## config.mk

```make
export PLATFORM = sky130hd
export DESIGN_NAME = cmf_ctrl
export DESIGN_NICKNAME = d
export VERILOG_FILES = /design/src/design/cmf_pkg.sv /design/src/design/cmf_ctrl.sv
export SDC_FILE = /design/constraint.sdc
export NUM_CORES = 1
export LEC_CHECK = 0
export BUFFER_PORTS_ARGS = -buffer_cell sky130_fd_sc_hd__buf_2
export CORE_MARGIN = 10
export CORE_UTILIZATION = 59
export CTS_BUF_LIST = sky130_fd_sc_hd__clkbuf_8
export CTS_CLUSTER_DIAMETER = 100
export DETAILED_ROUTE_END_ITERATION = 12
export GPL_TIMING_DRIVEN = 0
export PLACE_DENSITY = 0.95
export RECOVER_POWER = 25
export SYNTH_ARGS = -nofsm -noshare
export SYNTH_HDL_FRONTEND = slang
export SYNTH_SLANG_ARGS = --single-unit
```

## constraint.sdc

```tcl
create_clock -name core_clk -period 3.8 [get_ports core_clk]
set_input_delay 0 -clock core_clk [delete_from_list [all_inputs] [get_ports core_clk]]
set_output_delay 0 -clock core_clk [all_outputs]
set_load 0.005 [all_outputs]
```

## src/design/cmf_pkg.sv

```systemverilog
// cmf_pkg: register map, field layout, codes and constants of the mode and irq control block
// assumes a 16-bit register file behind a 32-bit avalon-mm slave, one word per register
package cmf_pkg;
    // ==========================================================
    // register byte addresses
    localparam logic [4:0] ADDR_MODE_CTRL  = 5'h00;
    localparam logic [4:0] ADDR_FILT_LEN   = 5'h04;
    localparam logic [4:0] ADDR_IRQ_CODE   = 5'h08;
    localparam logic [4:0] ADDR_BUF_AREA   = 5'h0C;
    localparam logic [4:0] ADDR_QUEUE_PTR  = 5'h10;
    localparam logic [4:0] ADDR_IRQ_FLAGS  = 5'h14;
    localparam logic [4:0] ADDR_IRQ_EN     = 5'h18;
    // ==========================================================
    // field positions
    localparam int IDLE_STOP_BIT = 13;
    localparam int ABORT_BIT     = 12;
    localparam int REQ_LSB       = 8;
    localparam int STAT_LSB      = 5;
    localparam int CAP_BIT       = 3;
    localparam int MAP_BIT       = 0;
    localparam int HIT_LSB       = 8;
    localparam int DMA_LSB       = 13;
    localparam int WPTR_LSB      = 8;
    localparam int ERR_LSB       = 8;
    localparam int FLG_INVALID   = 7;
    localparam int FLG_WAKE      = 6;
    localparam int FLG_ERROR     = 5;
    localparam int FLG_AFULL     = 3;
    localparam int FLG_OVF       = 2;
    localparam int FLG_RXBUF     = 1;
    localparam int FLG_TXBUF     = 0;
    localparam logic [7:0] FLAG_MASK = 8'hEF;
    // ==========================================================
    // operating modes
    typedef enum logic [2:0] {
        MODE_NORMAL     = 3'b000,
        MODE_DISABLE    = 3'b001,
        MODE_LOOPBACK   = 3'b010,
        MODE_LISTEN     = 3'b011,
        MODE_CONFIG     = 3'b100,
        MODE_LISTEN_ALL = 3'b111
    } cmf_mode_type;
    localparam logic [2:0] MODE_RSVD_A = 3'b101;
    localparam logic [2:0] MODE_RSVD_B = 3'b110;
    // ==========================================================
    // interrupt source codes and limits
    localparam logic [6:0] IRQ_SOURCE_CODE_NONE  = 7'h40;
    localparam logic [6:0] IRQ_SOURCE_CODE_ERR   = 7'h41;
    localparam logic [6:0] IRQ_SOURCE_CODE_WAKE  = 7'h42;
    localparam logic [6:0] IRQ_SOURCE_CODE_OVF   = 7'h43;
    localparam logic [6:0] IRQ_SOURCE_CODE_AFULL = 7'h44;
    localparam logic [4:0] CMP_LEN_MAX = 5'h11;
    localparam logic [4:0] HIT_MAX     = 5'h0F;
    localparam logic [3:0] IDLE_BITS   = 4'hB;
    // ==========================================================
    // message buffer count per buffer-size code
    function automatic logic [5:0] buf_count(input logic [2:0] code);
        case (code)
            3'h0:    buf_count = 6'h04;
            3'h1:    buf_count = 6'h06;
            3'h2:    buf_count = 6'h08;
            3'h3:    buf_count = 6'h0C;
            3'h4:    buf_count = 6'h10;
            3'h5:    buf_count = 6'h18;
            default: buf_count = 6'h20;
        endcase
    endfunction : buf_count
endpackage : cmf_pkg
```

## src/design/cmf_ctrl.sv

```systemverilog
// cmf_ctrl: mode, pin routing, queue pointers, status and interrupt flags of a can controller
// assumes protocol engine inputs on core_clk; can_rx is a pin and is synchronised here
// Operation
// request code 111 enters a mode that ignores errors and accepts every message
// in that mode an error copies the partly assembled message to the receive buffer
// loopback feeds the internal transmit signal back as the internal receive signal
// loopback releases the bus transmit and receive pins to port use
// idle-stop set halts the module while the device idles; clear keeps it running
// setting abort-all tells every transmit buffer to abort
// hardware clears abort-all once all transmissions are aborted
// mode codes: normal, disable, loopback, listen, config, accept-all; 101/110 unused
// read-only mode status at bits 7:5 shows the mode actually entered
// capture-link set makes each received message pulse the timer capture event
// map select switches the shared address space: filters (1) or buffers (0)
// five-bit data compare length: 0 off, 10001 maximum, above invalid
// read-only number of the filter that matched the last message, 0 to 15
// seven-bit interrupt code names buffer 0-15, none, error, wake, overflow, almost full
// buffer-size code selects 4 to 32 message buffers; 111 reserved (code 111 is accepted here and gives 32, like 110)
// five-bit field sets the buffer where the receive queue begins
// read-only six-bit pointer of the next buffer the queue writes
// read-only six-bit pointer of the next buffer software reads
// read-only bits show bus-off, passive and warning states of transmitter and receiver
// combined warning bit is set when either side is in warning
// error flag is raised by the error-state bits of the flag register
// seven event flags are set by hardware and cleared by software writing zero
// each flag has an enable in the same bit position
// mode and status change only when the bus has idled 11 recessive bits
// interrupt output is high while any flag and its enable are both set
//
// The implementer's own choices: the register offsets and the Avalon-MM register port.
module cmf_ctrl (
    input  wire logic        core_clk,
    input  wire logic        rst_n,
    input  wire logic [4:0]  avs_address,
    input  wire logic        avs_read,
    input  wire logic        avs_write,
    input  wire logic [31:0] avs_writedata,
    input  wire logic [3:0]  avs_byteenable,
    output logic      [31:0] avs_readdata,
    output logic             avs_waitrequest,
    input  wire logic        can_rx,
    output logic             can_tx,
    output logic             can_tx_oe,
    output logic             can_pins_owned,
    input  wire logic        bit_tick,
    input  wire logic        engine_tx,
    output logic             engine_rx,
    input  wire logic        device_idle,
    output logic             module_halt,
    output logic             abort_all_tx,
    input  wire logic        tx_all_aborted,
    output logic             accept_all,
    input  wire logic        ev_proto_err,
    output logic             partial_copy,
    input  wire logic        ev_rx_msg,
    output logic             capture_evt,
    output logic             map_select,
    input  wire logic [4:0]  cfg_compare_len,
    output logic      [4:0]  data_compare_len,
    input  wire logic        ev_filter_hit,
    input  wire logic [4:0]  hit_num,
    input  wire logic [3:0]  buf_irq_num,
    input  wire logic        ev_queue_write,
    input  wire logic        ev_queue_read,
    input  wire logic        tx_bus_off,
    input  wire logic        tx_bus_passive,
    input  wire logic        rx_bus_passive,
    input  wire logic        tx_err_warning,
    input  wire logic        rx_err_warning,
    input  wire logic        ev_invalid,
    input  wire logic        ev_wake,
    input  wire logic        ev_overflow,
    input  wire logic        ev_almost_full,
    input  wire logic        ev_rx_buf,
    input  wire logic        ev_tx_buf,
    output logic             irq
);
    // ==========================================================
    // state
    logic                  wait_q, wait_d;
    logic [31:0]           rdata_q, rdata_d;
    logic                  rx_meta_q, rx_sync_q;
    cmf_pkg::cmf_mode_type mode_q, mode_d;
    logic [2:0]            req_q, req_d;
    logic [3:0]            idle_cnt_q, idle_cnt_d;
    logic                  tx_q, tx_d, oe_q, oe_d, own_q, own_d, erx_q, erx_d;
    logic                  idle_stop_q, idle_stop_d, halt_q, halt_d;
    logic                  abort_q, abort_d, cap_q, cap_d, map_q, map_d;
    logic                  acc_q, acc_d, pcopy_q, pcopy_d, capev_q, capev_d;
    logic [4:0]            cmp_q, cmp_d, hit_q, hit_d, fsa_q, fsa_d;
    logic [2:0]            dma_q, dma_d;
    logic [5:0]            wptr_q, wptr_d, rptr_q, rptr_d, nbuf;
    logic [5:0]            err_q, err_d;
    logic [7:0]            flags_q, flags_d, en_q, en_d, fset;
    logic                  irq_q, irq_d;
    logic                  wr_en, abort_set, line;
    logic [15:0]           wmask, cur, wval;
    logic [6:0]            irq_source_code;
    logic [7:0]            pend;

    // ==========================================================
    // avalon slave: one wait cycle, effect at the edge waitrequest is low
    always_comb begin
        wr_en    = avs_write & ~wait_q;
        wait_d   = ~((avs_read | avs_write) & wait_q);
        wmask    = {{8{avs_byteenable[1]}}, {8{avs_byteenable[0]}}};
        pend     = flags_q & en_q;
        if (pend[cmf_pkg::FLG_ERROR]) begin
            irq_source_code = cmf_pkg::IRQ_SOURCE_CODE_ERR;
        end else if (pend[cmf_pkg::FLG_WAKE]) begin
            irq_source_code = cmf_pkg::IRQ_SOURCE_CODE_WAKE;
        end else if (pend[cmf_pkg::FLG_OVF]) begin
            irq_source_code = cmf_pkg::IRQ_SOURCE_CODE_OVF;
        end else if (pend[cmf_pkg::FLG_AFULL]) begin
            irq_source_code = cmf_pkg::IRQ_SOURCE_CODE_AFULL;
        end else if (pend[cmf_pkg::FLG_RXBUF] | pend[cmf_pkg::FLG_TXBUF]) begin
            irq_source_code = {3'h0, buf_irq_num};
        end else begin
            irq_source_code = cmf_pkg::IRQ_SOURCE_CODE_NONE;
        end
        case (avs_address)
            cmf_pkg::ADDR_MODE_CTRL: cur = {2'h0, idle_stop_q, abort_q, 1'h0, req_q,
                                            mode_q, 1'h0, cap_q, 2'h0, map_q};
            cmf_pkg::ADDR_FILT_LEN:  cur = {11'h000, cmp_q};
            cmf_pkg::ADDR_IRQ_CODE:  cur = {3'h0, hit_q, 1'h0, irq_source_code};
            cmf_pkg::ADDR_BUF_AREA:  cur = {dma_q, 8'h00, fsa_q};
            cmf_pkg::ADDR_QUEUE_PTR: cur = {2'h0, wptr_q, 2'h0, rptr_q};
            cmf_pkg::ADDR_IRQ_FLAGS: cur = {2'h0, err_q, flags_q};
            cmf_pkg::ADDR_IRQ_EN:    cur = {8'h00, en_q};
            default:                 cur = 16'h0000;
        endcase
        wval    = (cur & ~wmask) | (avs_writedata[15:0] & wmask);
        rdata_d = rdata_q;
        if (avs_read & wait_q) begin
            rdata_d = {16'h0000, cur};
        end
    end

    always_ff @(posedge core_clk) begin
        if (!rst_n) begin
            wait_q  <= 1'b1;
            rdata_q <= 32'h0000_0000;
        end else begin
            wait_q  <= wait_d;
            rdata_q <= rdata_d;
        end
    end

    // ==========================================================
    // mode, pin routing, bus idle detection
    always_comb begin
        req_d = req_q;
        if (wr_en && avs_address == cmf_pkg::ADDR_MODE_CTRL
                && wval[cmf_pkg::REQ_LSB+:3] != cmf_pkg::MODE_RSVD_A
                && wval[cmf_pkg::REQ_LSB+:3] != cmf_pkg::MODE_RSVD_B) begin
            req_d = wval[cmf_pkg::REQ_LSB+:3];
        end
        mode_d = mode_q;
        if (idle_cnt_q == cmf_pkg::IDLE_BITS) begin
            mode_d = cmf_pkg::cmf_mode_type'(req_q);
        end
        own_d = (mode_q != cmf_pkg::MODE_LOOPBACK) && (mode_q != cmf_pkg::MODE_DISABLE);
        oe_d  = mode_q == cmf_pkg::MODE_NORMAL;
        tx_d  = engine_tx;
        if (mode_q == cmf_pkg::MODE_LOOPBACK) begin
            line = engine_tx;
        end else if (own_q) begin
            line = rx_sync_q;
        end else begin
            line = 1'b1;
        end
        erx_d      = line;
        idle_cnt_d = idle_cnt_q;
        if (!line) begin
            idle_cnt_d = 4'h0;
        end else if (bit_tick && idle_cnt_q != cmf_pkg::IDLE_BITS) begin
            idle_cnt_d = 4'(idle_cnt_q + 4'h1);
        end
        acc_d   = mode_q == cmf_pkg::MODE_LISTEN_ALL;
        pcopy_d = (mode_q == cmf_pkg::MODE_LISTEN_ALL) & ev_proto_err;
    end

    always_ff @(posedge core_clk) begin
        if (!rst_n) begin
            rx_meta_q  <= 1'b1;
            rx_sync_q  <= 1'b1;
            req_q      <= cmf_pkg::MODE_CONFIG;
            mode_q     <= cmf_pkg::MODE_CONFIG;
            idle_cnt_q <= 4'h0;
            own_q      <= 1'b1;
            oe_q       <= 1'b0;
            tx_q       <= 1'b1;
            erx_q      <= 1'b1;
            acc_q      <= 1'b0;
            pcopy_q    <= 1'b0;
        end else begin
            rx_meta_q  <= can_rx;
            rx_sync_q  <= rx_meta_q;
            req_q      <= req_d;
            mode_q     <= mode_d;
            idle_cnt_q <= idle_cnt_d;
            own_q      <= own_d;
            oe_q       <= oe_d;
            tx_q       <= tx_d;
            erx_q      <= erx_d;
            acc_q      <= acc_d;
            pcopy_q    <= pcopy_d;
        end
    end

    // ==========================================================
    // control fields and queue pointers
    always_comb begin
        idle_stop_d = idle_stop_q;
        cap_d       = cap_q;
        map_d       = map_q;
        dma_d       = dma_q;
        fsa_d       = fsa_q;
        abort_set   = 1'b0;
        if (wr_en && avs_address == cmf_pkg::ADDR_MODE_CTRL) begin
            idle_stop_d = wval[cmf_pkg::IDLE_STOP_BIT];
            cap_d       = wval[cmf_pkg::CAP_BIT];
            map_d       = wval[cmf_pkg::MAP_BIT];
            abort_set   = wval[cmf_pkg::ABORT_BIT];
        end
        if (wr_en && avs_address == cmf_pkg::ADDR_BUF_AREA) begin
            dma_d = wval[cmf_pkg::DMA_LSB+:3];
            fsa_d = wval[4:0];
        end
        if (abort_set) begin
            abort_d = 1'b1;
        end else if (tx_all_aborted) begin
            abort_d = 1'b0;
        end else begin
            abort_d = abort_q;
        end
        halt_d  = idle_stop_q & device_idle;
        capev_d = cap_q & ev_rx_msg;
        cmp_d   = (cfg_compare_len > cmf_pkg::CMP_LEN_MAX) ? 5'h00 : cfg_compare_len;
        hit_d   = hit_q;
        if (ev_filter_hit && hit_num <= cmf_pkg::HIT_MAX) begin
            hit_d = hit_num;
        end
        nbuf   = cmf_pkg::buf_count(dma_q);
        wptr_d = wptr_q;
        rptr_d = rptr_q;
        if (wr_en && avs_address == cmf_pkg::ADDR_BUF_AREA) begin
            wptr_d = {1'b0, wval[4:0]};
            rptr_d = {1'b0, wval[4:0]};
        end else begin
            if (ev_queue_write) begin
                wptr_d = (6'(wptr_q + 6'h01) >= nbuf) ? {1'b0, fsa_q} : 6'(wptr_q + 6'h01);
            end
            if (ev_queue_read) begin
                rptr_d = (6'(rptr_q + 6'h01) >= nbuf) ? {1'b0, fsa_q} : 6'(rptr_q + 6'h01);
            end
        end
    end

    always_ff @(posedge core_clk) begin
        if (!rst_n) begin
            idle_stop_q <= 1'b0;
            cap_q       <= 1'b0;
            map_q       <= 1'b0;
            abort_q     <= 1'b0;
            dma_q       <= 3'h0;
            fsa_q       <= 5'h00;
            halt_q      <= 1'b0;
            capev_q     <= 1'b0;
            cmp_q       <= 5'h00;
            hit_q       <= 5'h00;
            wptr_q      <= 6'h00;
            rptr_q      <= 6'h00;
        end else begin
            idle_stop_q <= idle_stop_d;
            cap_q       <= cap_d;
            map_q       <= map_d;
            abort_q     <= abort_d;
            dma_q       <= dma_d;
            fsa_q       <= fsa_d;
            halt_q      <= halt_d;
            capev_q     <= capev_d;
            cmp_q       <= cmp_d;
            hit_q       <= hit_d;
            wptr_q      <= wptr_d;
            rptr_q      <= rptr_d;
        end
    end

    // ==========================================================
    // error state, flags, enables, interrupt
    always_comb begin
        err_d = {tx_bus_off, tx_bus_passive, rx_bus_passive, tx_err_warning,
                 rx_err_warning, tx_err_warning | rx_err_warning};
        fset                    = 8'h00;
        fset[cmf_pkg::FLG_INVALID] = ev_invalid;
        fset[cmf_pkg::FLG_WAKE]    = ev_wake;
        fset[cmf_pkg::FLG_ERROR]   = |(err_d & ~err_q);
        fset[cmf_pkg::FLG_AFULL]   = ev_almost_full;
        fset[cmf_pkg::FLG_OVF]     = ev_overflow;
        fset[cmf_pkg::FLG_RXBUF]   = ev_rx_buf;
        fset[cmf_pkg::FLG_TXBUF]   = ev_tx_buf;
        flags_d = flags_q;
        en_d    = en_q;
        if (wr_en && avs_address == cmf_pkg::ADDR_IRQ_FLAGS) begin
            flags_d = flags_q & ~(wmask[7:0] & ~avs_writedata[7:0]);
        end
        if (wr_en && avs_address == cmf_pkg::ADDR_IRQ_EN) begin
            en_d = wval[7:0] & cmf_pkg::FLAG_MASK;
        end
        flags_d = (flags_d | fset) & cmf_pkg::FLAG_MASK;
        irq_d   = |(flags_d & en_d);
    end

    always_ff @(posedge core_clk) begin
        if (!rst_n) begin
            err_q   <= 6'h00;
            flags_q <= 8'h00;
            en_q    <= 8'h00;
            irq_q   <= 1'b0;
        end else begin
            err_q   <= err_d;
            flags_q <= flags_d;
            en_q    <= en_d;
            irq_q   <= irq_d;
        end
    end

    // ==========================================================
    // outputs
    assign avs_readdata     = rdata_q;
    assign avs_waitrequest  = wait_q;
    assign can_tx           = tx_q;
    assign can_tx_oe        = oe_q;
    assign can_pins_owned   = own_q;
    assign engine_rx        = erx_q;
    assign module_halt      = halt_q;
    assign abort_all_tx     = abort_q;
    assign accept_all       = acc_q;
    assign partial_copy     = pcopy_q;
    assign capture_evt      = capev_q;
    assign map_select       = map_q;
    assign data_compare_len = cmp_q;
    assign irq              = irq_q;

    // ==========================================================
    // checks
    property p_mode_idle;
        @(posedge core_clk) disable iff (!rst_n)
        (mode_q != $past(mode_q)) |-> ($past(idle_cnt_q) == cmf_pkg::IDLE_BITS);
    endproperty
    a_mode_idle: assert property (p_mode_idle) else $error("mode changed without idle bus");
    property p_accept_all;
        @(posedge core_clk) disable iff (!rst_n)
        (mode_q == cmf_pkg::MODE_LISTEN_ALL && ev_proto_err) |=> partial_copy && accept_all;
    endproperty
    a_accept_all: assert property (p_accept_all) else $error("no partial copy on error");
    property p_loop;
        @(posedge core_clk) disable iff (!rst_n)
        (mode_q == cmf_pkg::MODE_LOOPBACK) |=> (engine_rx == $past(engine_tx));
    endproperty
    a_loop: assert property (p_loop) else $error("loopback path broken");
    property p_release;
        @(posedge core_clk) disable iff (!rst_n)
        (mode_q == cmf_pkg::MODE_LOOPBACK) [*2] |-> !can_pins_owned && !can_tx_oe;
    endproperty
    a_release: assert property (p_release) else $error("pins held in loopback");
    property p_abort_clear;
        @(posedge core_clk) disable iff (!rst_n)
        (abort_q && tx_all_aborted && !abort_set) |=> !abort_all_tx;
    endproperty
    a_abort_clear: assert property (p_abort_clear) else $error("abort not cleared");
    property p_capture;
        @(posedge core_clk) disable iff (!rst_n)
        ev_rx_msg |=> (capture_evt == $past(cap_q));
    endproperty
    a_capture: assert property (p_capture) else $error("capture event wrong");
    property p_warn;
        @(posedge core_clk) disable iff (!rst_n)
        err_q[0] == (err_q[1] | err_q[2]);
    endproperty
    a_warn: assert property (p_warn) else $error("combined warning wrong");
    property p_err_flag;
        @(posedge core_clk) disable iff (!rst_n)
        (tx_bus_off && !err_q[5]) |=> flags_q[cmf_pkg::FLG_ERROR];
    endproperty
    a_err_flag: assert property (p_err_flag) else $error("error flag not raised");
    property p_irq;
        @(posedge core_clk) disable iff (!rst_n)
        irq == (|(flags_q & en_q));
    endproperty
    a_irq: assert property (p_irq) else $error("irq disagrees with flags");
    property p_cmp_len;
        @(posedge core_clk) disable iff (!rst_n)
        (cfg_compare_len > cmf_pkg::CMP_LEN_MAX) |=> (data_compare_len == 5'h00);
    endproperty
    a_cmp_len: assert property (p_cmp_len) else $error("invalid compare length kept");
endmodule : cmf_ctrl

```

==> run_results.csv, run 1 <==
group,metric,value,unit
final_layout,finish.net_count,824,
placement,place.gp.congestion,0.940,
drt,route.met2.wl,7510,um
floorplanning,initial_utilization,61.6,%
power_and_ir_drop,p_int,1.45,mW
final_layout,drive_above_1_share,17.8,%
sta,achievable-frequency,0.302,GHz
final_layout,antenna_cells,0,
min_path,worst_hold_startpoint,"avs_writedata[6]",
worst_setup_path,timing.setup.critical_path_class,"flop to flop",
sta,timing.final.ws_setup,485,ps
synth,synth.distinct_cells,67,
global_routing,grt_max_degree,18,
final_layout,layout_commonest_cell,"sky130_fd_sc_hd__dfxtp_1",
synth,syn_area,4840,um^2
global_routing,gr-total-overflow,0,
drt,initial_detailed_routing_violation_count,512,
synth,ys_async_sr_fraction,0,%
drt,drtPass1Iterations,5,
sta,final.setup_skew,14.0,ps
sta,max_slew.worst_pin.slew,832,ps
synth,netlist_instances,577,
drt,routed-wl-met3,1860,um
placement,placement.setup.worst_slack,1150,ps
outcome,status,"finished, final reports clean",
synth,netlist.top_cell.by_area,"sky130_fd_sc_hd__dfxtp_1",
clock_network,cts-root-to-sink-buffers,2,
floorplanning,dieArea,12200,um^2
worst_setup_path,critical_path.max_stage_delay,630,ps
drt,via_density,6.04,
drt,via_total_after_detailed_routing,5061,
floorplanning,fp.coreArea,7850,um^2
synth,synth_edf_count,0,
clock_network,path_clk_slew,100,ps
sta,relSlewSlack,44.5,%
clock_network,cts.repair.resized,0,
drt,drc,0,
synth,yosysTopAreaCellShare,38.1,%
clock_network,holdBufCountCts,38,
drt,wire_per_inst,19.3,um
synth,yosys_most_used_dff,"sky130_fd_sc_hd__dfxtp_1",
sta,min_period_over_period,87.2,%
global_routing,global_route_wire_length_before_repair,25700,um
worst_setup_path,cp_slowest_cell,"sky130_fd_sc_hd__nor2b_1",
final_layout,post_layout_utilization_of_the_core,76.8,%
power_and_ir_drop,clock_power_share,34.7,%
worst_setup_path,worstPathArrival,3640,ps
sta,timing_hold_violations_final,0,
sta,slew_violations,0,
sta,finalSetupTns,0,ps
global_routing,antenna_violations_before_repair,0,
floorplanning,die_width,111,um
worst_setup_path,ordered_list_of_cells_on_the_worst_path,"nor2b_1, and2_1, clkbuf_1, buf_2, nand3_1, dlygate4sd3_1, a21oi_1, dlygate4sd3_1",
worst_setup_path,timing.critical_path.from,"avs_waitrequest",
synth,yosysSeqAreaShare,38.1,%
flow_run,max-cap-violations,0,
placement,port_buffer_cells,90,
power_and_ir_drop,netSwitchingPower,0.588,mW
power_and_ir_drop,power_leakage,2.54,nW
worst_setup_path,r2r_start,"avs_waitrequest",
placement,place.detailed.hpwl,11700,um
drt,postRouteWirelength,16200,um
clock_network,htree_num_levels,3,
clock_network,total_clock_buffers_created_by_cts,9,
power_and_ir_drop,vdd_ir_drop_max,0.000208,V
global_routing,first_global_vias,5026,
clock_network,cts_tree,"done",
clock_network,post-cts-setup-buffer-count,0,
clock_network,clk_latency,380,ps
worst_setup_path,worstPathBufferInverterCount,4,
sta,timing.final.setup_violations,0,
worst_setup_path,critPathRequiredTime,4120,ps
floorplanning,top_level_ports,129,
min_path,hold_path_class,"primary input to flop",
power_and_ir_drop,share_seq_of_total_power,50.6,%
sta,final_period_minus_worst_setup_slack,3320,ps
synth,ys_warn_count,0,
clock_network,clkSinkCount,92,
worst_setup_path,worst_path_dominant_cell_family,"buffers and inverters",
drt,antenna_left,0,
power_and_ir_drop,switching_share,28.9,%
worst_setup_path,crit_path_start_kind,"flop",
power_and_ir_drop,power.density,338,nW/um^2
final_layout,areaGrowthSynthToFinish,24.6,%
floorplanning,rows,32,
floorplanning,die_boundary_height,111,um
clock_network,root_buffer,"sky130_fd_sc_hd__clkbuf_8",
sta,grt_setup_unrepaired,"false",
synth,synthTopCellsByArea,"sky130_fd_sc_hd__dfxtp_1 (38%), sky130_fd_sc_hd__mux2i_1 (4.3%), sky130_fd_sc_hd__nor2_1 (4.3%), sky130_fd_sc_hd__nand2_1 (3.8%), sky130_fd_sc_hd__ha_1 (3.4%)",
worst_setup_path,endpoint_kind,"flop",
worst_setup_path,critical-path-top-cell-by-count,"sky130_fd_sc_hd__dlygate4sd3_1",
global_routing,gr-usage-all-layers,25.0,%
synth,synth-seq-cells,92,
worst_setup_path,timing.critical_path.fanout_max,10,
final_layout,layout.cells.most_common_list,"sky130_fd_sc_hd__dfxtp_1 (92), sky130_fd_sc_hd__buf_2 (72), sky130_fd_sc_hd__nor2_1 (56)",
drt,met1_length,6200,um
power_and_ir_drop,comb_power_share,14.8,%
drt,highest-signal-layer,"met4",
synth,postSynthAreaPerCell,8.38,um^2
-- metrics by stage --
| step | cells | area [um^2] | hold slack (ps) | power [mW] |
|---|---|---|---|---|
| floorplan | 592 | 4890 | 75.9 | 1.21 |
| global placement | 784 | 5470 | 186 | 1.30 |
| detailed placement | 784 | 5470 | 190 | 1.32 |
| CTS | 838 | 6050 | 19.4 | 2.02 |
| global route | 838 | 6020 | 62.5 | 2.10 |
| finish | 838 | 6020 | 28.6 | 2.04 |
-- power groups by stage --
| stage | clock network, mW | logic (mW) | registers (mW) |
|---|---|---|---|
| 5_1_grt | 0.741 | 0.328 | 1.03 |
| 4_1_cts | 0.699 | 0.294 | 1.03 |
| 2_1_floorplan | 0 | 0.167 | 1.04 |
| 6_report | 0.706 | 0.301 | 1.03 |
| 3_3_place_gp | 0 | 0.257 | 1.05 |
| 3_5_place_dp | 0 | 0.265 | 1.05 |
-- worst register-to-register path, stage by stage, from the launching register on --
cell and delay, ps:
sky130_fd_sc_hd__dfxtp_1 350, sky130_fd_sc_hd__nor2b_1 630, sky130_fd_sc_hd__and2_1 230, sky130_fd_sc_hd__clkbuf_1 320, sky130_fd_sc_hd__buf_2 330, sky130_fd_sc_hd__nand3_1 130, sky130_fd_sc_hd__dlygate4sd3_1 580, sky130_fd_sc_hd__a21oi_1 130
sky130_fd_sc_hd__dlygate4sd3_1 560
-- final timing paths --
| check | slack (ps) | cells past startpoint | to |
|---|---|---|---|
| worst max-delay path | 480 | 8 | dma_q[1] |
| worst min-delay path | 30 | 4 | flags_q[6] |
| worst max register to register | 480 | 8 | dma_q[1] |
| worst min register to register | 420 | 1 | rx_sync_q |
-- area by class of cell --
class / instances / area (um^2)
Timing Repair Buffer: 128 / 800
Fill cell: 575 / 1820
Tap cell: 102 / 128
Clock inverter: 7 / 80.1
Multi-Input combinational cell: 432 / 2680
Sequential cell: 92 / 1840
Inverter: 18 / 67.6
Clock buffer: 9 / 124
Buffer: 50 / 302
-- metal layers --
| layer | vias to the layer above | track usage, % |
|---|---|---|
| li1 | 2328 | - |
| met1 | 2316 | 29.4 |
| met2 | 362 | 41.1 |
| met3 | 55 | 7.08 |
| met4 | 0 | 11.7 |
| met5 | - | 0 |
-- flip-flops by register name, summed over array words and instances (netlist names), 5 cells and up --
register	flops
hit_q	5
data_compare_len	5
fsa_q	5
en_q	7
flags_q	7
rptr_q	6
avs_readdata	16
err_q	6
wptr_q	6
-- cells by family after synthesis --
kind of cell,Yosys count,synth area share [%]
AND/OR/NAND/NOR,222,23.0
AO/OA/AOI/OAI,143,20.2
adder cells (fa/ha/maj),13,3.36
XOR/XNOR,13,2.35
other,1,0.0775
flip-flops,92,38.1
buffers and inverters,68,7.63
multiplexers,25,5.28
-- synthesized netlist by cell type, types with 4 or more instances --
master,n
sky130_fd_sc_hd__and2_1,19
sky130_fd_sc_hd__o21ai_0,29
sky130_fd_sc_hd__nor2_1,56
sky130_fd_sc_hd__buf_6,6
sky130_fd_sc_hd__a31oi_1,4
sky130_fd_sc_hd__dfxtp_1,92
sky130_fd_sc_hd__a21o_1,4
sky130_fd_sc_hd__mux2i_1,21
sky130_fd_sc_hd__inv_1,16
sky130_fd_sc_hd__a22o_1,6
sky130_fd_sc_hd__xnor2_1,8
sky130_fd_sc_hd__o31ai_1,5
sky130_fd_sc_hd__nand2_1,49
sky130_fd_sc_hd__a21boi_0,4
sky130_fd_sc_hd__nor2b_1,4
sky130_fd_sc_hd__nor3_1,15
sky130_fd_sc_hd__buf_2,7
sky130_fd_sc_hd__clkbuf_1,19
sky130_fd_sc_hd__a311oi_1,5
sky130_fd_sc_hd__a21oi_1,32
sky130_fd_sc_hd__or2_2,4
sky130_fd_sc_hd__nand2b_1,15
sky130_fd_sc_hd__ha_1,13
sky130_fd_sc_hd__mux2_2,4
sky130_fd_sc_hd__a221oi_1,5
sky130_fd_sc_hd__a22oi_1,12
sky130_fd_sc_hd__xor2_1,5
sky130_fd_sc_hd__buf_4,16
sky130_fd_sc_hd__nand3_1,28
sky130_fd_sc_hd__a211oi_1,7
sky130_fd_sc_hd__and3_1,11
No activity file was read; power rests on OpenSTA's default activity.
==> run 2, diff against run 1 <==
- ABC_AREA: default -> 1
==> run 2 against run 1 <==
Net effect: the run now ends with hold timing left; clock-buffer cell count unchanged; core utilization down 1.9 points; hold slack got worse by 36 ps; wire length rose by 7.0%; synthesized cell count is 23% higher; critical endpoint is now wptr_q[2].
==> run_results.csv, run 2 <==
group,metric,value,unit
clock_network,post-cts-setup-buffer-count,0,
sta,final.setup_skew,23.9,ps
floorplanning,rows,33,
global_routing,antenna_violations_before_repair,0,
synth,yosysSeqAreaShare,37.8,%
floorplanning,dieArea,12300,um^2
worst_setup_path,worstPathBufferInverterCount,1,
final_layout,areaGrowthSynthToFinish,25.0,%
synth,yosys_most_used_dff,"sky130_fd_sc_hd__dfxtp_1",
worst_setup_path,regToRegEndpoint,"wptr_q[2]",
synth,synthTopCellsByArea,"sky130_fd_sc_hd__dfxtp_1 (38%), sky130_fd_sc_hd__nand2_1 (13%), sky130_fd_sc_hd__inv_1 (7.1%), sky130_fd_sc_hd__nor2_1 (5.0%), sky130_fd_sc_hd__a21oi_1 (4.7%)",
global_routing,gr-usage-all-layers,27.3,%
final_layout,antenna_cells,0,
sta,achievable-frequency,0.398,GHz
worst_setup_path,critPathRequiredTime,4070,ps
power_and_ir_drop,power.density,352,nW/um^2
synth,synth-seq-cells,92,
drt,wire_per_inst,17.7,um
outcome,violations,"hold timing",
sta,whs,-7.81,ps
clock_network,clk_latency,390,ps
worst_setup_path,crit_path_start_kind,"flop",
drt,postRouteWirelength,17300,um
worst_setup_path,timing.setup.critical_path_class,"flop to flop",
final_layout,finish.net_count,960,
worst_setup_path,critical_path_depth,11,
synth,synth.distinct_cells,40,
sta,max_slew.worst_pin.slew,750,ps
worst_setup_path,ff2ff_path_depth,11,
worst_setup_path,cp_slowest_cell,"sky130_fd_sc_hd__dfxtp_1",
sta,relSlewSlack,50.0,%
synth,ys_warn_count,0,
floorplanning,initial_utilization,59.9,%
final_layout,layout_commonest_cell,"sky130_fd_sc_hd__nand2_1",
global_routing,global_route_wire_length_before_repair,28000,um
worst_setup_path,endpoint_kind,"flop",
clock_network,total_clock_buffers_created_by_cts,9,
floorplanning,fp.coreArea,8130,um^2
worst_setup_path,worst_path_dominant_cell_family,"simple AND/OR/NAND/NOR gates",
sta,grt_setup_unrepaired,"false",
power_and_ir_drop,vdd_ir_drop_max,0.000269,V
synth,synth_edf_count,0,
synth,syn_area,4870,um^2
synth,ys_async_sr_fraction,0,%
sta,timing_hold_violations_final,2,
clock_network,path_clk_slew,110,ps
synth,netlist_top_cells_count,"sky130_fd_sc_hd__nand2_1 (172), sky130_fd_sc_hd__dfxtp_1 (92), sky130_fd_sc_hd__inv_1 (92)",
outcome,status,"complete, but fails checks",
power_and_ir_drop,power_leakage,3.04,nW
final_layout,drive_above_1_share,15.6,%
drt,via_density,5.83,
drt,antenna_left,0,
worst_setup_path,timing.critical_path.from,"wptr_q[0]",
worst_setup_path,critical-path-top-cell-by-count,"sky130_fd_sc_hd__nand3_1",
drt,drtPass1Iterations,6,
floorplanning,die_width,111,um
worst_setup_path,r2r_start,"wptr_q[0]",
sta,timing.final.setup_violations,0,
global_routing,first_global_vias,5624,
clock_network,cts-root-to-sink-buffers,2,
placement,port_buffer_cells,92,
global_routing,gr-total-overflow,0,
power_and_ir_drop,totalPowerFinal,2.14,mW
final_layout,largest_register_ffs,16,
clock_network,cts_tree,"done",
synth,yosysTopAreaCellShare,37.8,%
sta,finalSetupTns,0,ps
final_layout,post_layout_utilization_of_the_core,74.9,%
floorplanning,die_boundary_height,111,um
sta,slew_violations,0,
worst_setup_path,worst_setup_path_endpoint,"wptr_q[2]",
min_path,hold_path_class,"primary input to flop",
drt,drc,0,
drt,via_total_after_detailed_routing,5699,
placement,place.detailed.hpwl,11500,um
worst_setup_path,reg2reg_slack,1290,ps
synth,postSynthAreaPerCell,6.88,um^2
worst_setup_path,critical_path.max_stage_delay,470,ps
worst_setup_path,timing.critical_path.fanout_max,9,
placement,place.gp.congestion,0.948,
drt,initial_detailed_routing_violation_count,799,
clock_network,cts.repair.resized,0,
clock_network,root_buffer,"sky130_fd_sc_hd__clkbuf_8",
clock_network,htree_num_levels,3,
worst_setup_path,ordered_list_of_cells_on_the_worst_path,"nand3_1, nor3_1, xor2_1, ha_1, a21oi_1, o21a_1, nand3_1, o21ai_0, nand3_1, o211ai_1, inv_1",
floorplanning,top_level_ports,129,
synth,netlist.top_cell.by_area,"sky130_fd_sc_hd__dfxtp_1",
sta,final_period_minus_worst_setup_slack,2510,ps
global_routing,grt_max_degree,19,
worst_setup_path,worstPathArrival,2780,ps
sta,min_period_over_period,66.1,%
synth,netlist_instances,708,
final_layout,layout.cells.most_common_list,"sky130_fd_sc_hd__nand2_1 (172), sky130_fd_sc_hd__inv_1 (92), sky130_fd_sc_hd__dfxtp_1 (92)",
flow_run,max-cap-violations,0,
synth,yosysMostFrequentCell,"sky130_fd_sc_hd__nand2_1",
clock_network,clkSinkCount,92,
[run 2: changes by cell type in the layout (fill, tap and decap cells not counted), sizes merged, moves of 13 or more]
cell    change
o211ai     +13
mux2i      -20
nand3      +16
nor2       +20
and2       -21
nand2     +129
inv        +81
nand2b     -15
[run 2: cells by family after synthesis]
logic type	synth area share (%)
AOI/OAI and AO/OA	15.4
xor gates and xnor gates	1.44
adders and majority gates	3.34
buffers and inverters	11.5
DFF	37.8
muxes	0.206
other	0.0770
and+or+nand+nor	30.3
[run 2: power breakdown]
part	switching (mW)	internal (mW)
Sequential	0.0472	1.01
Clock	0.410	0.257
Combinational	0.248	0.166
Total	0.704	1.44
[run 2: how the worst min path moves through the flow]
stage | from | end | slack (ps) | cells after the start
6_report | avs_byteenable[0] | en_q[7] | -8 | 4
5_1_grt | avs_writedata[5] | en_q[5] | 40 | 5
4_1_cts | avs_writedata[13] | dma_q[0] | 6 | 3
3_5_place_dp | can_rx | rx_meta_q | 190 | 2
3_3_place_gp | can_rx | rx_meta_q | 190 | 2
2_1_floorplan | rx_bus_passive | err_q[3] | 90 | 2
[run 2: tightest hold or removal path: cells and delay by family]
kind	cells	cell delay, ps
compound gates	2	140
buf+inv	1	130
simple gates	1	80
[run 2: what timing repair did]
action,4_1_cts,5_1_grt
endpoints found under the setup margin,0,0
endpoints found under the hold margin,35,0
hold buffers,41,0
[run 2: final cells by class]
type / instances / area, um^2
Clock inverter: 7 / 65.1
Fill cell: 588 / 2040
Clock buffer: 9 / 124
Timing Repair Buffer: 133 / 842
Tap cell: 105 / 131
Multi-Input combinational cell: 501 / 2530
Inverter: 98 / 368
Sequential cell: 92 / 1840
Buffer: 32 / 190
[run 2: stage by stage]
step | hold WS [ps] | setup WS, ps | cell area [um^2] | cells
3_5_place_dp | 192 | 1430 | 5520 | 920
6_report | -7.81 | 1290 | 6090 | 977
3_3_place_gp | 193 | 1420 | 5520 | 920
5_1_grt | 43.6 | 1030 | 6090 | 977
4_1_cts | 5.96 | 1360 | 6120 | 977
2_1_floorplan | 93.5 | 1740 | 4930 | 723
[run 2: layer usage]
metal	track usage (%)	part of all wire [%]
met1	29.9	35
met2	44.7	45
met3	7.25	13
met4	20.1	8.0
met5	0	0
==> run 3, diff against run 2 <==
- CORE_UTILIZATION: 59 -> 55
- PLACE_DENSITY: 0.95 -> 0.93
- clock period: 3.8 -> 2.35 ns (I/O delays scaled with it)
==> run 3 against run 2 <==
Net effect: the flow now finishes without violations; clock power up 76%; die area up 5.9%; wire length down 3.4%; global-route usage down 2.4 points; flip-flop and latch count unchanged; critical path depth down 5; sequential power up 61%; register-to-register slack worse by 1100 ps; design area up 1.8%.
==> run_results.csv, run 3 (synthesized netlist as in run 2, its figures left out) <==
group,metric,value,unit
outcome,status,"finished, final reports clean",
global_routing,first_global_vias,5406,
drt,wire_per_inst,17.0,um
final_layout,final-instance-count-excl-fill,983,
clock_network,clkSinkCount,92,
final_layout,post_layout_utilization_of_the_core,71.4,%
sta,min_period_over_period,96.5,%
min_path,hold_path_class,"primary input to flop",
placement,place.gp.congestion,0.979,
floorplanning,dieArea,13000,um^2
floorplanning,rows,34,
worst_setup_path,timing.setup.critical_path_class,"primary input to flop",
clock_network,total_clock_buffers_created_by_cts,9,
placement,place.detailed.hpwl,11800,um
worst_setup_path,timing.critical_path.fanout_max,10,
sta,relSlewSlack,52.2,%
sta,final.setup_skew,17.0,ps
drt,via_density,5.55,
final_layout,layout.cells.most_common_list,"sky130_fd_sc_hd__nand2_1 (172), sky130_fd_sc_hd__inv_1 (92), sky130_fd_sc_hd__dfxtp_1 (86)",
power_and_ir_drop,netSwitchingPower,1.12,mW
global_routing,antenna_violations_before_repair,0,
global_routing,grt_max_degree,18,
clock_network,clk_latency,380,ps
floorplanning,top_level_ports,129,
sta,final_period_minus_worst_setup_slack,2270,ps
final_layout,finish.net_count,963,
sta,timing.final.ws_setup,82.5,ps
power_and_ir_drop,power.density,583,nW/um^2
final_layout,multiInputGateArea,2570,um^2
final_layout,seqCellArea,1860,um^2
final_layout,largest_register_ffs,16,
power_and_ir_drop,totalPowerFinal,3.61,mW
sta,max_slew.worst_pin.slew,717,ps
clock_network,path_clk_slew,100,ps
drt,drc,0,
final_layout,drive_above_1_share,16.9,%
sta,timing_hold_violations_final,0,
power_and_ir_drop,power_leakage,3.06,nW
floorplanning,initial_utilization,56.1,%
power_and_ir_drop,share_seq_of_total_power,47.4,%
worst_setup_path,endpoint_kind,"flop",
worst_setup_path,critPathRequiredTime,2620,ps
power_and_ir_drop,vdd_ir_drop_max,0.000424,V
clock_network,root_buffer,"sky130_fd_sc_hd__clkbuf_8",
drt,via_total_after_detailed_routing,5453,
placement,port_buffer_cells,92,
clock_network,cts_tree,"done",
floorplanning,die_width,114,um
drt,postRouteWirelength,16700,um
power_and_ir_drop,switching_share,31.0,%
floorplanning,fp.coreArea,8680,um^2
power_and_ir_drop,p_int,2.49,mW
sta,timing.final.setup_violations,0,
power_and_ir_drop,clock_power_share,32.5,%
drt,antenna_left,0,
clock_network,htree_num_levels,3,
worst_setup_path,crit_path_start_kind,"primary input",
final_layout,layout_commonest_cell,"sky130_fd_sc_hd__nand2_1",
final_layout,areaGrowthSynthToFinish,27.2,%
placement,placement.setup.worst_slack,-63.5,ps
placement,placed_cells,923,
global_routing,global_route_wire_length_before_repair,26500,um
final_layout,antenna_cells,0,
sta,achievable-frequency,0.441,GHz
clock_network,cts-root-to-sink-buffers,2,
sta,whs,16.6,ps
sta,grt_setup_unrepaired,"true",
floorplanning,die_boundary_height,114,um
worst_setup_path,worstPathArrival,2540,ps
flow_run,max-cap-violations,0,
sta,slew_violations,0,
global_routing,gr-usage-all-layers,25.0,%
global_routing,gr-total-overflow,0,
power_and_ir_drop,comb_power_share,20.1,%
final_layout,fillCellCount,690,
drt,drtPass1Iterations,8,
drt,initial_detailed_routing_violation_count,561,
-- run 3: repair_timing --
item	CTS	global route
hold buffers	41	0
setup buffers	0	3
endpoints found under the setup margin	9	11
endpoints found under the hold margin	39	0
pin swaps	0	3
resized for setup	3	20
-- run 3: layout make-up --
type,count,share of cell area (%)
multi-input combinational,501,41.5
sequential,92,30.0
timing repair buffer,136,13.9
inverter,98,5.94
buffer,32,3.09
clock buffer,10,2.22
tap,108,2.18
clock inverter,6,1.23
-- run 3: through the flow --
stage	cell area, um^2	setup TNS, ps
after floorplan	4930	0
after global placement	5520	-102
after detailed placement	5520	-137
after CTS	6160	0
after global routing	6200	-49.2
final	6200	0
-- run 3: critical path: stages --
cell	delay (ps)
sky130_fd_sc_hd__dlygate4sd3_1	520
sky130_fd_sc_hd__buf_2	140
sky130_fd_sc_hd__clkbuf_1	460
sky130_fd_sc_hd__clkbuf_1	610
sky130_fd_sc_hd__o211ai_1	190
sky130_fd_sc_hd__dlygate4sd3_1	610
-- run 3: metal layers --
layer,share of wire (%),GRT usage (%),vias to the layer above,wire [um]
met5,0,0,-,0
met4,4.2,12.2,0,707
met3,11,5.66,72,1860
met2,47,42.6,367,7860
met1,38,28.8,2423,6300
li1,-,-,2591,-
-- run 3: worst paths after layout --
check                   start               to  slack [ps]  depth (start not counted)
max reg2reg         wptr_q[3]        wptr_q[1]         170                         10
min          avs_writedata[6]       flags_q[6]          20                          5
max                     rst_n  avs_waitrequest          80                          6
min reg2reg         rx_meta_q        rx_sync_q         420                          1
-- run 3: power groups by stage --
stage          clock, mW  combinational [mW]  sequential, mW
2_1_floorplan          0               0.387            1.72
3_3_place_gp           0               0.572            1.74
3_5_place_dp           0               0.590            1.74
4_1_cts             1.17               0.656            1.70
5_1_grt             1.22               0.795            1.72
6_report            1.17               0.725            1.71
